--- src/hw/sbc_pkg.sv ---
// Constants, types and helpers for the status decoding bus controller
// Function
// - Decode three status bits into command and control outputs on clock edges.
// - Passive status code keeps every command output high and inactive.
// - Address strobe is active high; latches capture on its falling edge.
// - Data transceiver enable goes high during the data part of memory cycles, and of I/O cycles in system-bus mode.
// - Direction output high for writes, low for reads.
// - Command outputs enabled 110 ns to 250 ns after grant goes low.
// - Grant going high releases command drivers without waiting.
// - In I/O-bus mode the grant does not affect I/O command outputs.
// - Command gate low forces commands, data and peripheral enables inactive.
// - Command gate high lets commands and transceiver enables work normally.
// - Strap high selects I/O-bus mode, strap low selects system-bus mode.
// - Status map: acknowledge, I/O read, I/O write, halt, memory read/write, passive.
// - Dual pin: cascade enable in acknowledge when strap low, peripheral enable otherwise.
// - I/O-bus mode issues I/O commands at once, steering peripheral transceiver.
// - Early write strobes start with read commands, before normal writes.
package sbc_pkg;

	// Status codes, bits 2..1..0
	localparam logic [2:0] ST_IRQ_ACKNOWLEDGE_CMD_N    = 3'h0;
	localparam logic [2:0] ST_IO_RD   = 3'h1;
	localparam logic [2:0] ST_IO_WR   = 3'h2;
	localparam logic [2:0] ST_HALT    = 3'h3;
	localparam logic [2:0] ST_CODE_RD = 3'h4;
	localparam logic [2:0] ST_MEM_RD  = 3'h5;
	localparam logic [2:0] ST_MEM_WR  = 3'h6;
	localparam logic [2:0] ST_PASSIVE = 3'h7;

	// Timing in ns and derived clock counts
	localparam int CLK_PERIOD_NS  = 4;
	localparam int GRANT_MIN_NS   = 110;
	localparam int GRANT_MAX_NS   = 250;
	localparam int GRANT_MIN_CYC  = (GRANT_MIN_NS + CLK_PERIOD_NS - 1) / CLK_PERIOD_NS;
	localparam int GRANT_MAX_CYC  = GRANT_MAX_NS / CLK_PERIOD_NS;
	localparam int SYNC_STAGES    = 2;
	// One extra count: the pin may fall just before a sync edge
	localparam int GRANT_WAIT_CYC = GRANT_MIN_CYC - SYNC_STAGES + 1;
	localparam int ALE_HIGH_CYC   = 2;
	localparam int WRITE_LAG_CYC  = 4;
	localparam int CNT_W          = 6;

	// Reset values of the pins
	localparam logic CMD_IDLE_N = 1'b1;
	localparam logic PERIPH_DATA_XCVR_ENABLE_N_IDLE_N = 1'b1;

	typedef enum logic [2:0] {
		S_IDLE,
		S_ADDR,
		S_EARLY,
		S_LATE,
		S_DONE
	} sbc_state_t;

	// I/O class cycle: read, write or acknowledge
	function automatic logic sbc_is_io(input logic [2:0] code);
		sbc_is_io = (code == ST_IO_RD) || (code == ST_IO_WR) || (code == ST_IRQ_ACKNOWLEDGE_CMD_N);
	endfunction : sbc_is_io

	// Memory class cycle: code fetch, read or write
	function automatic logic sbc_is_mem(input logic [2:0] code);
		sbc_is_mem = (code == ST_CODE_RD) || (code == ST_MEM_RD) || (code == ST_MEM_WR);
	endfunction : sbc_is_mem

	// Write class cycle
	function automatic logic sbc_is_write(input logic [2:0] code);
		sbc_is_write = (code == ST_IO_WR) || (code == ST_MEM_WR);
	endfunction : sbc_is_write

endpackage : sbc_pkg

--- src/hw/sbc_bus_controller.sv ---
// Status decoding bus controller: cycle sequencer, command decode, grant gating
`timescale 1ns/1ns
module sbc_bus_controller #(
	parameter int ALE_CYC       = sbc_pkg::ALE_HIGH_CYC,
	parameter int WRITE_LAG     = sbc_pkg::WRITE_LAG_CYC,
	parameter int GRANT_WAIT    = sbc_pkg::GRANT_WAIT_CYC
) (
	input  wire logic clk,
	input  wire logic srst,
	input  wire logic cycle_status_bit0_n,
	input  wire logic cycle_status_bit1_n,
	input  wire logic cycle_status_bit2_n,
	input  wire logic bus_grant_n,
	input  wire logic command_gate,
	input  wire logic io_bus_mode_strap,
	output logic      addr_latch_strobe,
	output logic      data_xcvr_enable,
	output logic      data_direction,
	output logic      cascade_or_periph_enable,
	output logic      mem_read_cmd_n,
	output logic      mem_write_cmd_n,
	output logic      early_mem_write_cmd_n,
	output logic      io_read_cmd_n,
	output logic      io_write_cmd_n,
	output logic      early_io_write_cmd_n,
	output logic      irq_acknowledge_cmd_n,
	output logic      mem_cmd_oe,
	output logic      io_cmd_oe
);
	import sbc_pkg::*;

	localparam int SYNC_W = 6;
	// Sync init: system mode, gate off, grant off, passive status
	localparam logic [SYNC_W-1:0] SYNC_INIT = {1'b0, 1'b0, 1'b1, 3'h7};

	// Synchronised pins
	logic [SYNC_W-1:0] pins_raw;
	logic [SYNC_W-1:0] pins_s;
	logic [2:0]        status_s;
	logic              grant_n_s;
	logic              gate_s;
	logic              strap_s;

	assign pins_raw = {io_bus_mode_strap, command_gate, bus_grant_n,
		cycle_status_bit2_n, cycle_status_bit1_n, cycle_status_bit0_n};

	sbc_sync #(
		.WIDTH (SYNC_W),
		.INIT  (SYNC_INIT)
	) u_sync (
		.clk      (clk),
		.srst     (srst),
		.async_in (pins_raw),
		.sync_out (pins_s)
	);

	assign status_s  = pins_s[2:0];
	assign grant_n_s = pins_s[3];
	assign gate_s    = pins_s[4];
	assign strap_s   = pins_s[5];

	// Sequencer state
	sbc_state_t       state_q;
	sbc_state_t       state_d;
	logic [CNT_W-1:0] cnt_q;
	logic [CNT_W-1:0] cnt_d;
	logic [2:0]       code_q;
	logic [2:0]       code_d;

	// Grant qualification
	logic [CNT_W-1:0] gwait_q;
	logic [CNT_W-1:0] gwait_d;
	logic             grant_ok_q;
	logic             grant_ok_d;

	// Registered pins
	logic ale_q;
	logic ale_d;
	logic den_q;
	logic den_d;
	logic dtr_q;
	logic dtr_d;
	logic dual_q;
	logic dual_d;
	logic mrd_q;
	logic mrd_d;
	logic mwr_q;
	logic mwr_d;
	logic amwr_q;
	logic amwr_d;
	logic ird_q;
	logic ird_d;
	logic iwr_q;
	logic iwr_d;
	logic aiwr_q;
	logic aiwr_d;
	logic irq_acknowledge_cmd_n_q;
	logic irq_acknowledge_cmd_n_d;

	// Decode of the latched cycle
	// status code map
	wire cyc_irq_acknowledge_cmd_n   = (code_q == ST_IRQ_ACKNOWLEDGE_CMD_N);
	wire cyc_io_rd  = (code_q == ST_IO_RD);
	wire cyc_io_wr  = (code_q == ST_IO_WR);
	wire cyc_mem_rd = (code_q == ST_CODE_RD) || (code_q == ST_MEM_RD);
	wire cyc_mem_wr = (code_q == ST_MEM_WR);
	wire cyc_io     = sbc_is_io(code_q);
	wire cyc_mem    = sbc_is_mem(code_q);
	wire cyc_write  = sbc_is_write(code_q);

	// Phase decode
	wire in_addr    = (state_q == S_ADDR);
	wire in_data    = (state_q == S_EARLY) || (state_q == S_LATE);
	wire in_late    = (state_q == S_LATE);
	wire passive_s  = (status_s == ST_PASSIVE);
	wire new_cycle  = (state_q == S_IDLE) && !passive_s;
	wire cnt_done   = (cnt_q == CNT_W'(0));

	// mode select
	// Strap read continuously, never latched
	wire io_mode    = strap_s;

	// I/O commands ignore grant in I/O-bus mode
	wire io_ok      = io_mode || grant_ok_q;
	wire mem_ok     = grant_ok_q;

	// gate low kills commands, data and peripheral enables
	wire cmd_en     = gate_s;

	always_comb begin
		state_d = state_q;
		cnt_d   = cnt_q;
		code_d  = code_q;
		case (state_q)
			S_IDLE: begin
				if (new_cycle) begin
					code_d  = status_s;
					cnt_d   = CNT_W'(ALE_CYC - 1);
					state_d = S_ADDR;
				end
			end
			S_ADDR: begin
				// Passive before the data phase: no command at all
				if (cnt_done && passive_s) begin
					state_d = S_DONE;
				end else if (cnt_done) begin
					cnt_d   = CNT_W'(WRITE_LAG - 1);
					state_d = S_EARLY;
				end else begin
					cnt_d = cnt_q - CNT_W'(1);
				end
			end
			S_EARLY: begin
				if (passive_s) begin
					state_d = S_DONE;
				end else if (cnt_done) begin
					state_d = S_LATE;
				end else begin
					cnt_d = cnt_q - CNT_W'(1);
				end
			end
			S_LATE: begin
				if (passive_s) begin
					state_d = S_DONE;
				end
			end
			S_DONE: begin
				// Forget the cycle so IDLE waits for a fresh code
				code_d  = ST_PASSIVE;
				state_d = S_IDLE;
			end
			default: begin
				code_d  = ST_PASSIVE;
				state_d = S_IDLE;
			end
		endcase
	end

	always_comb begin
		gwait_d    = gwait_q;
		grant_ok_d = grant_ok_q;
		// Any synced high restarts the wait
		if (grant_n_s) begin
			gwait_d    = '0;
			grant_ok_d = 1'b0;
		end else if (gwait_q >= CNT_W'(GRANT_WAIT - 1)) begin
			grant_ok_d = 1'b1;
		end else begin
			gwait_d = gwait_q + CNT_W'(1);
		end
	end

	assign ale_d = in_addr;

	assign dtr_d = (in_addr || in_data || state_q == S_DONE) && cyc_write;

	assign den_d = in_data && cmd_en && (io_mode ? cyc_mem : (cyc_mem || cyc_io));

	// dual pin by strap
	// Cascade enable ignores the gate, peripheral enable obeys it
	assign dual_d = io_mode
		? !(in_data && cmd_en && cyc_io)
		: (in_addr && cyc_irq_acknowledge_cmd_n);

	// Active-low command level from phase, gate, permission and cycle class
	function automatic logic cmd_level_n(input logic phase, input logic gate,
		input logic ok, input logic cyc);
		cmd_level_n = !(phase && gate && ok && cyc);
	endfunction : cmd_level_n

	// early writes with reads, normal writes late
	assign mrd_d  = cmd_level_n(in_data, cmd_en, mem_ok, cyc_mem_rd);
	assign amwr_d = cmd_level_n(in_data, cmd_en, mem_ok, cyc_mem_wr);
	assign mwr_d  = cmd_level_n(in_late, cmd_en, mem_ok, cyc_mem_wr);
	assign ird_d  = cmd_level_n(in_data, cmd_en, io_ok, cyc_io_rd);
	assign aiwr_d = cmd_level_n(in_data, cmd_en, io_ok, cyc_io_wr);
	assign iwr_d  = cmd_level_n(in_late, cmd_en, io_ok, cyc_io_wr);
	assign irq_acknowledge_cmd_n_d = cmd_level_n(in_data, cmd_en, io_ok, cyc_irq_acknowledge_cmd_n);

	always_ff @(posedge clk) begin
		if (srst) begin
			state_q    <= S_IDLE;
			cnt_q      <= '0;
			code_q     <= ST_PASSIVE;
			gwait_q    <= '0;
			grant_ok_q <= 1'b0;
		end else begin
			state_q    <= state_d;
			cnt_q      <= cnt_d;
			code_q     <= code_d;
			gwait_q    <= gwait_d;
			grant_ok_q <= grant_ok_d;
		end
	end

	always_ff @(posedge clk) begin
		if (srst) begin
			mrd_q  <= CMD_IDLE_N;
			mwr_q  <= CMD_IDLE_N;
			amwr_q <= CMD_IDLE_N;
			ird_q  <= CMD_IDLE_N;
			iwr_q  <= CMD_IDLE_N;
			aiwr_q <= CMD_IDLE_N;
			irq_acknowledge_cmd_n_q <= CMD_IDLE_N;
		end else begin
			mrd_q  <= mrd_d;
			mwr_q  <= mwr_d;
			amwr_q <= amwr_d;
			ird_q  <= ird_d;
			iwr_q  <= iwr_d;
			aiwr_q <= aiwr_d;
			irq_acknowledge_cmd_n_q <= irq_acknowledge_cmd_n_d;
		end
	end

	// Control pins
	always_ff @(posedge clk) begin
		if (srst) begin
			ale_q  <= 1'b0;
			den_q  <= 1'b0;
			dtr_q  <= 1'b0;
			dual_q <= 1'b0;
		end else begin
			ale_q  <= ale_d;
			den_q  <= den_d;
			dtr_q  <= dtr_d;
			dual_q <= dual_d;
		end
	end

	assign addr_latch_strobe        = ale_q;
	assign data_xcvr_enable         = den_q;
	assign data_direction           = dtr_q;
	assign cascade_or_periph_enable = dual_q;
	assign mem_read_cmd_n           = mrd_q;
	assign mem_write_cmd_n          = mwr_q;
	assign early_mem_write_cmd_n    = amwr_q;
	assign io_read_cmd_n            = ird_q;
	assign io_write_cmd_n           = iwr_q;
	assign early_io_write_cmd_n     = aiwr_q;
	assign irq_acknowledge_cmd_n    = irq_acknowledge_cmd_n_q;

	// raw grant pin cuts the drivers without waiting for an edge
	wire grant_pin_low = !bus_grant_n;
	wire cmd_drive     = grant_ok_q && !grant_n_s && grant_pin_low;
	// I/O drivers always on in I/O-bus mode
	wire io_drive      = io_mode || cmd_drive;

	assign mem_cmd_oe = cmd_drive;
	assign io_cmd_oe  = io_drive;

endmodule : sbc_bus_controller

--- src/hw/sbc_sync.sv ---
// Two-stage synchroniser for pin inputs
`timescale 1ns/1ns
module sbc_sync #(
	parameter int        WIDTH   = 1,
	parameter logic [WIDTH-1:0] INIT = '0
) (
	input  wire logic             clk,
	input  wire logic             srst,
	input  wire logic [WIDTH-1:0] async_in,
	output logic      [WIDTH-1:0] sync_out
);

	logic [WIDTH-1:0] meta_q;
	logic [WIDTH-1:0] sync_q;

	// First stage feeds only the second
	always_ff @(posedge clk) begin
		if (srst) begin
			meta_q <= INIT;
			sync_q <= INIT;
		end else begin
			meta_q <= async_in;
			sync_q <= meta_q;
		end
	end

	assign sync_out = sync_q;

endmodule : sbc_sync
--- config.mk ---
export PLATFORM = sky130hd
export DESIGN_NAME = sbc_bus_controller
export DESIGN_NICKNAME = d
export VERILOG_FILES = /design/src/hw/sbc_pkg.sv /design/src/hw/sbc_bus_controller.sv /design/src/hw/sbc_sync.sv
export SDC_FILE = /design/constraint.sdc
export NUM_CORES = 1
export LEC_CHECK = 0
export BUFFER_PORTS_ARGS = -buffer_cell sky130_fd_sc_hd__buf_2
export CELL_PAD_IN_SITES_DETAIL_PLACEMENT = 0
export CELL_PAD_IN_SITES_GLOBAL_PLACEMENT = 1
export CORE_ASPECT_RATIO = 0.6
export CORE_MARGIN = 5
export CORE_UTILIZATION = 39
export DETAILED_ROUTE_END_ITERATION = 6
export PLACE_DENSITY_LB_ADDON = 0.12
export SYNTH_ARGS = -nofsm -noshare
export SYNTH_HDL_FRONTEND = slang
export SYNTH_SLANG_ARGS = --single-unit
--- constraint.sdc ---
create_clock -name clk -period 1.5 [get_ports clk]
set_input_delay 0.375 -clock clk [delete_from_list [all_inputs] [get_ports clk]]
set_output_delay 0.375 -clock clk [all_outputs]
set_load 0.05 [all_outputs]
==> metrics.csv <==
stage,metric,value,unit
synthesis,syn_nets,198,
timing,max_slew.worst_pin.slew,321,ps
drt,drt-pass1-iter-count,4,
critical_path,setup.worst_path.start_class,flip-flop,
timing,report.final.hold_viol_count,0,
pwr,power_report.internal_total,0.00247,W
final_layout,fin_nets,242,
clocking,clk-insertion-delay-late,280,ps
timing,setup_viol,1,
clocking,clock-sinks,42,
global_route,grt_antenna_before_repair,0,
drt,vias,1453,
synthesis,synth.yosys.seq_area_share,0.489,
drt,detailedRoute.firstIterationViolations,44,
clocking,numCtsBuffers,5,
worst_hold_path,worst_min_path_class,primary input to flip-flop,
timing,tns,-28.7,ps
drt,drt_wl_total,3730,um
die,floorplan.die.width,95.7,um
global_route,total_global_route_track_usage,0.133,
die,die_h,61.4,um
clocking,cts_tree,built,
status,violations_in_the_final_reports,setup timing,
clocking,cts.hold.buffers_added,0,
synthesis,post_synthesis_cell_count,186,
pwr,seqPwrFrac,0.365,
placed_design,gpl.final_weighted_congestion,0.796,
die,initial_utilization,0.411,
pwr,comb_power_share,0.398,
clocking,cts_max_path_buffers,2,
drt,drt-vias-per-instance,4.99,
timing,period_needed,1530,ps
drt,drt-wirelength-per-cell,12.8,um
global_route,grt_pass1_vias,1334,
global_route,gr-total-overflow,0,
final_layout,register_area,850,sq um
timing,finalWorstSetupSlack,-28.7,ps
pwr,pwr_density_cell,1570,nW/um^2
clocking,cts-htree-levels,2,
timing,fmaxAchievable,654,MHz
pwr,p_sw_frac,0.316,
worst_hold_path,holdPathStages,2,
synthesis,synth_seq_cells,42,
critical_path,timing.critical_path.depth,4,
critical_path,critical_path_required,1720,ps
critical_path,worst-path-max-fanout,3,
clocking,cts_root_buf,sky130_fd_sc_hd__clkbuf_8,
synthesis,ys.warnings.count,0,
timing,rsz0062_at_grt,true,
critical_path,slowest_delay,440,ps
pwr,clockPowerShare,0.237,
pwr,p_leak,0.881,nW
placed_design,detailedPlacementHpwl,2740,um
critical_path,critPathSlowestCell,sky130_fd_sc_hd__or4_4,
timing,relSlewSlack,0.784,
pwr,vdd.ir_drop.worst,562,uV
synthesis,yosys.cell_types.count,40,
timing,final_min_period_over_clock_period,1.02,
final_layout,multi_input_area,928,sq um
placed_design,port-buffer-count,20,
synthesis,ys_async_sr_fraction,0,
synthesis,ys.flop_type,sky130_fd_sc_hd__dfxtp_1,
pwr,total_switching_power,0.00114,W
critical_path,critical_path_buf_inv_count,0,
critical_path,timing_worst_setup_path_type,flip-flop to flip-flop,
final_layout,post_route_cells_drive_above_1_share,0.394,
critical_path,crit_arrival,1750,ps
die,ioPinCount,21,
global_route,grt_first_pass_wirelength,6020,um
timing,timing.clock.skew,4.31,ps
final_layout,final_core_util,0.548,
synthesis,synth_area,1720,sq um
placed_design,dpl_worst_slack,-40.3,ps
global_route,grt_start_max_net_pins,15,
critical_path,crit_chain,"or3_4, or4_4, a21oi_4, mux2i_1",
die,floorplan.core_area,4190,sq um
job,cap_violations,0,
final_layout,antenna_cells_inserted,0,
die,dieArea,5880,sq um
drt,remaining_design_rule_violation_count,0,
drt,ant_nets,0,
final_layout,layout-area-overhead-vs-synth,33.5,%
timing,fin_hold_ws,269,ps
final_layout,num-fill-cells,387,
placed_design,placedInstanceArea,2030,sq um
critical_path,worst_setup_path_end_kind,flip-flop,
status,run_status,"complete, but fails checks",
critical_path,timing.reg2reg.worst_path_depth,4,
critical_path,worst_path_dominant_cell_family,simple AND/OR/NAND/NOR gates,
final_layout,design_area,2300,sq um
synthesis,postSynthAreaPerCell,9.25,sq um
synthesis,synth_edf_count,0,
timing,final-max-slew-violation-count,0,
clocking,clkSlewWorstSetupHoldPaths,80,ps
die,rows,18,
## cell usage in the layout, fill, tap and decap left out, types with 2 or more instances in the layout
cell,n
sky130_fd_sc_hd__nor2b_1,5
sky130_fd_sc_hd__a211oi_1,2
sky130_fd_sc_hd__and3_1,2
sky130_fd_sc_hd__clkbuf_8,5
sky130_fd_sc_hd__buf_2,18
sky130_fd_sc_hd__ha_1,3
sky130_fd_sc_hd__a21oi_2,3
sky130_fd_sc_hd__or3_4,2
sky130_fd_sc_hd__o211ai_1,8
sky130_fd_sc_hd__dfxtp_1,35
sky130_fd_sc_hd__a21oi_1,8
sky130_fd_sc_hd__nor2_1,14
sky130_fd_sc_hd__buf_6,3
sky130_fd_sc_hd__nand3b_1,2
sky130_fd_sc_hd__xnor2_1,2
sky130_fd_sc_hd__clkbuf_1,2
sky130_fd_sc_hd__inv_1,7
sky130_fd_sc_hd__nor3_2,2
sky130_fd_sc_hd__nor3_1,8
sky130_fd_sc_hd__nand2_1,7
sky130_fd_sc_hd__nand3_1,6
sky130_fd_sc_hd__nor4_1,3
sky130_fd_sc_hd__nand2b_1,3
sky130_fd_sc_hd__mux2i_1,5
sky130_fd_sc_hd__inv_2,3
sky130_fd_sc_hd__buf_4,23
sky130_fd_sc_hd__or2_2,9
sky130_fd_sc_hd__o21ai_0,9
sky130_fd_sc_hd__dfxtp_2,7
## stage by stage
stage | total power [W] | instances
global placement | 0.00242 | 280
CTS | 0.00340 | 289
global route | 0.00383 | 291
detailed placement | 0.00243 | 280
floorplan | 0.00204 | 186
finish | 0.00361 | 291
## worst paths after layout
check | start | slack (ps) | endpoint
min | cycle_status_bit0_n | 270 | u_sync.meta_q[0]
max | cnt_q[4] | -30 | cnt_q[5]
max reg2reg | cnt_q[4] | -30 | cnt_q[5]
min reg2reg | u_sync.meta_q[3] | 410 | u_sync.sync_out[3]
## power groups by stage
stage	sequential, W	clock, W	combinational (W)
after floorplan	0.00135	0	0.000691
after global placement	0.00132	0	0.00110
after detailed placement	0.00133	0	0.00111
after CTS	0.00130	0.000877	0.00122
after global routing	0.00134	0.000921	0.00157
final	0.00132	0.000856	0.00144
## state kept, by name, summed over array words and instances, names as in the netlist
name,flops
cnt_q,6
io_write_cmd_n,1
io_read_cmd_n,1
data_direction,1
code_q,3
addr_latch_strobe,1
mem_write_cmd_n,1
early_mem_write_cmd_n,1
cascade_or_periph_enable,1
grant_ok_q,1
u_sync.meta_q,6
early_io_write_cmd_n,1
data_xcvr_enable,1
u_sync.sync_out,6
state_q,3
gwait_q,6
mem_read_cmd_n,1
irq_acknowledge_cmd_n,1
## cells in the mapped netlist (2+ instances only)
master | number | area (sq um)
sky130_fd_sc_hd__nand2b_1 | 3 | 18.8
sky130_fd_sc_hd__or3_1 | 2 | 12.5
sky130_fd_sc_hd__a21oi_1 | 11 | 55.1
sky130_fd_sc_hd__nor2b_1 | 6 | 37.5
sky130_fd_sc_hd__o21ai_0 | 9 | 45.0
sky130_fd_sc_hd__nor4_1 | 3 | 18.8
sky130_fd_sc_hd__inv_1 | 10 | 37.5
sky130_fd_sc_hd__mux2i_1 | 5 | 50.1
sky130_fd_sc_hd__nor3b_1 | 2 | 15.0
sky130_fd_sc_hd__o211ai_1 | 8 | 60.1
sky130_fd_sc_hd__a31oi_1 | 2 | 12.5
sky130_fd_sc_hd__nor3_1 | 11 | 55.1
sky130_fd_sc_hd__nand3b_1 | 2 | 15.0
sky130_fd_sc_hd__and3_1 | 2 | 12.5
sky130_fd_sc_hd__ha_1 | 4 | 50.1
sky130_fd_sc_hd__clkbuf_1 | 6 | 22.5
sky130_fd_sc_hd__or2_2 | 10 | 62.6
sky130_fd_sc_hd__nand2_1 | 7 | 26.3
sky130_fd_sc_hd__xnor2_1 | 2 | 17.5
sky130_fd_sc_hd__a211oi_1 | 2 | 15.0
sky130_fd_sc_hd__nor2_1 | 14 | 52.6
sky130_fd_sc_hd__dfxtp_1 | 42 | 841
sky130_fd_sc_hd__nand3_1 | 6 | 30.0
## layer usage
metal | wire length [um] | global-route usage | vias up
met5 | 0 | 0 | -
met4 | 29 | 0.0526 | 0
li1 | - | - | 741
met3 | 182 | 0.0415 | 4
met1 | 2070 | 0.189 | 672
met2 | 1440 | 0.188 | 36
## layout make-up
| class | instances | share of cell area |
|---|---|---|
| multi-input cells | 126 | 0.404 |
| inverters | 11 | 0.0180 |
| well taps | 60 | 0.0327 |
| clock inverters | 1 | 0.0131 |
| clock buffers | 7 | 0.0332 |
| repair buffers | 44 | 0.129 |
| flip-flops and latches | 42 | 0.370 |
## cells by family (layout without fill, tap and decap cells)
group	Yosys count	in the layout	share of synthesized area
mux	5	5	0.0291
simple gates	74	74	0.239
flops	42	42	0.489
buf+inv	18	63	0.0436
fa+ha+maj	4	4	0.0291
xor+xnor	3	3	0.0153
compound gates	40	40	0.156
## what timing repair did
item | CTS | global route
setup buffers | 1 | 2
gates resized for setup | 9 | 24
gates cloned | 0 | 0
pin swaps | 1 | 8
setup endpoints to repair | 8 | 13
Note: power is estimated with default switching activity, not from simulation.
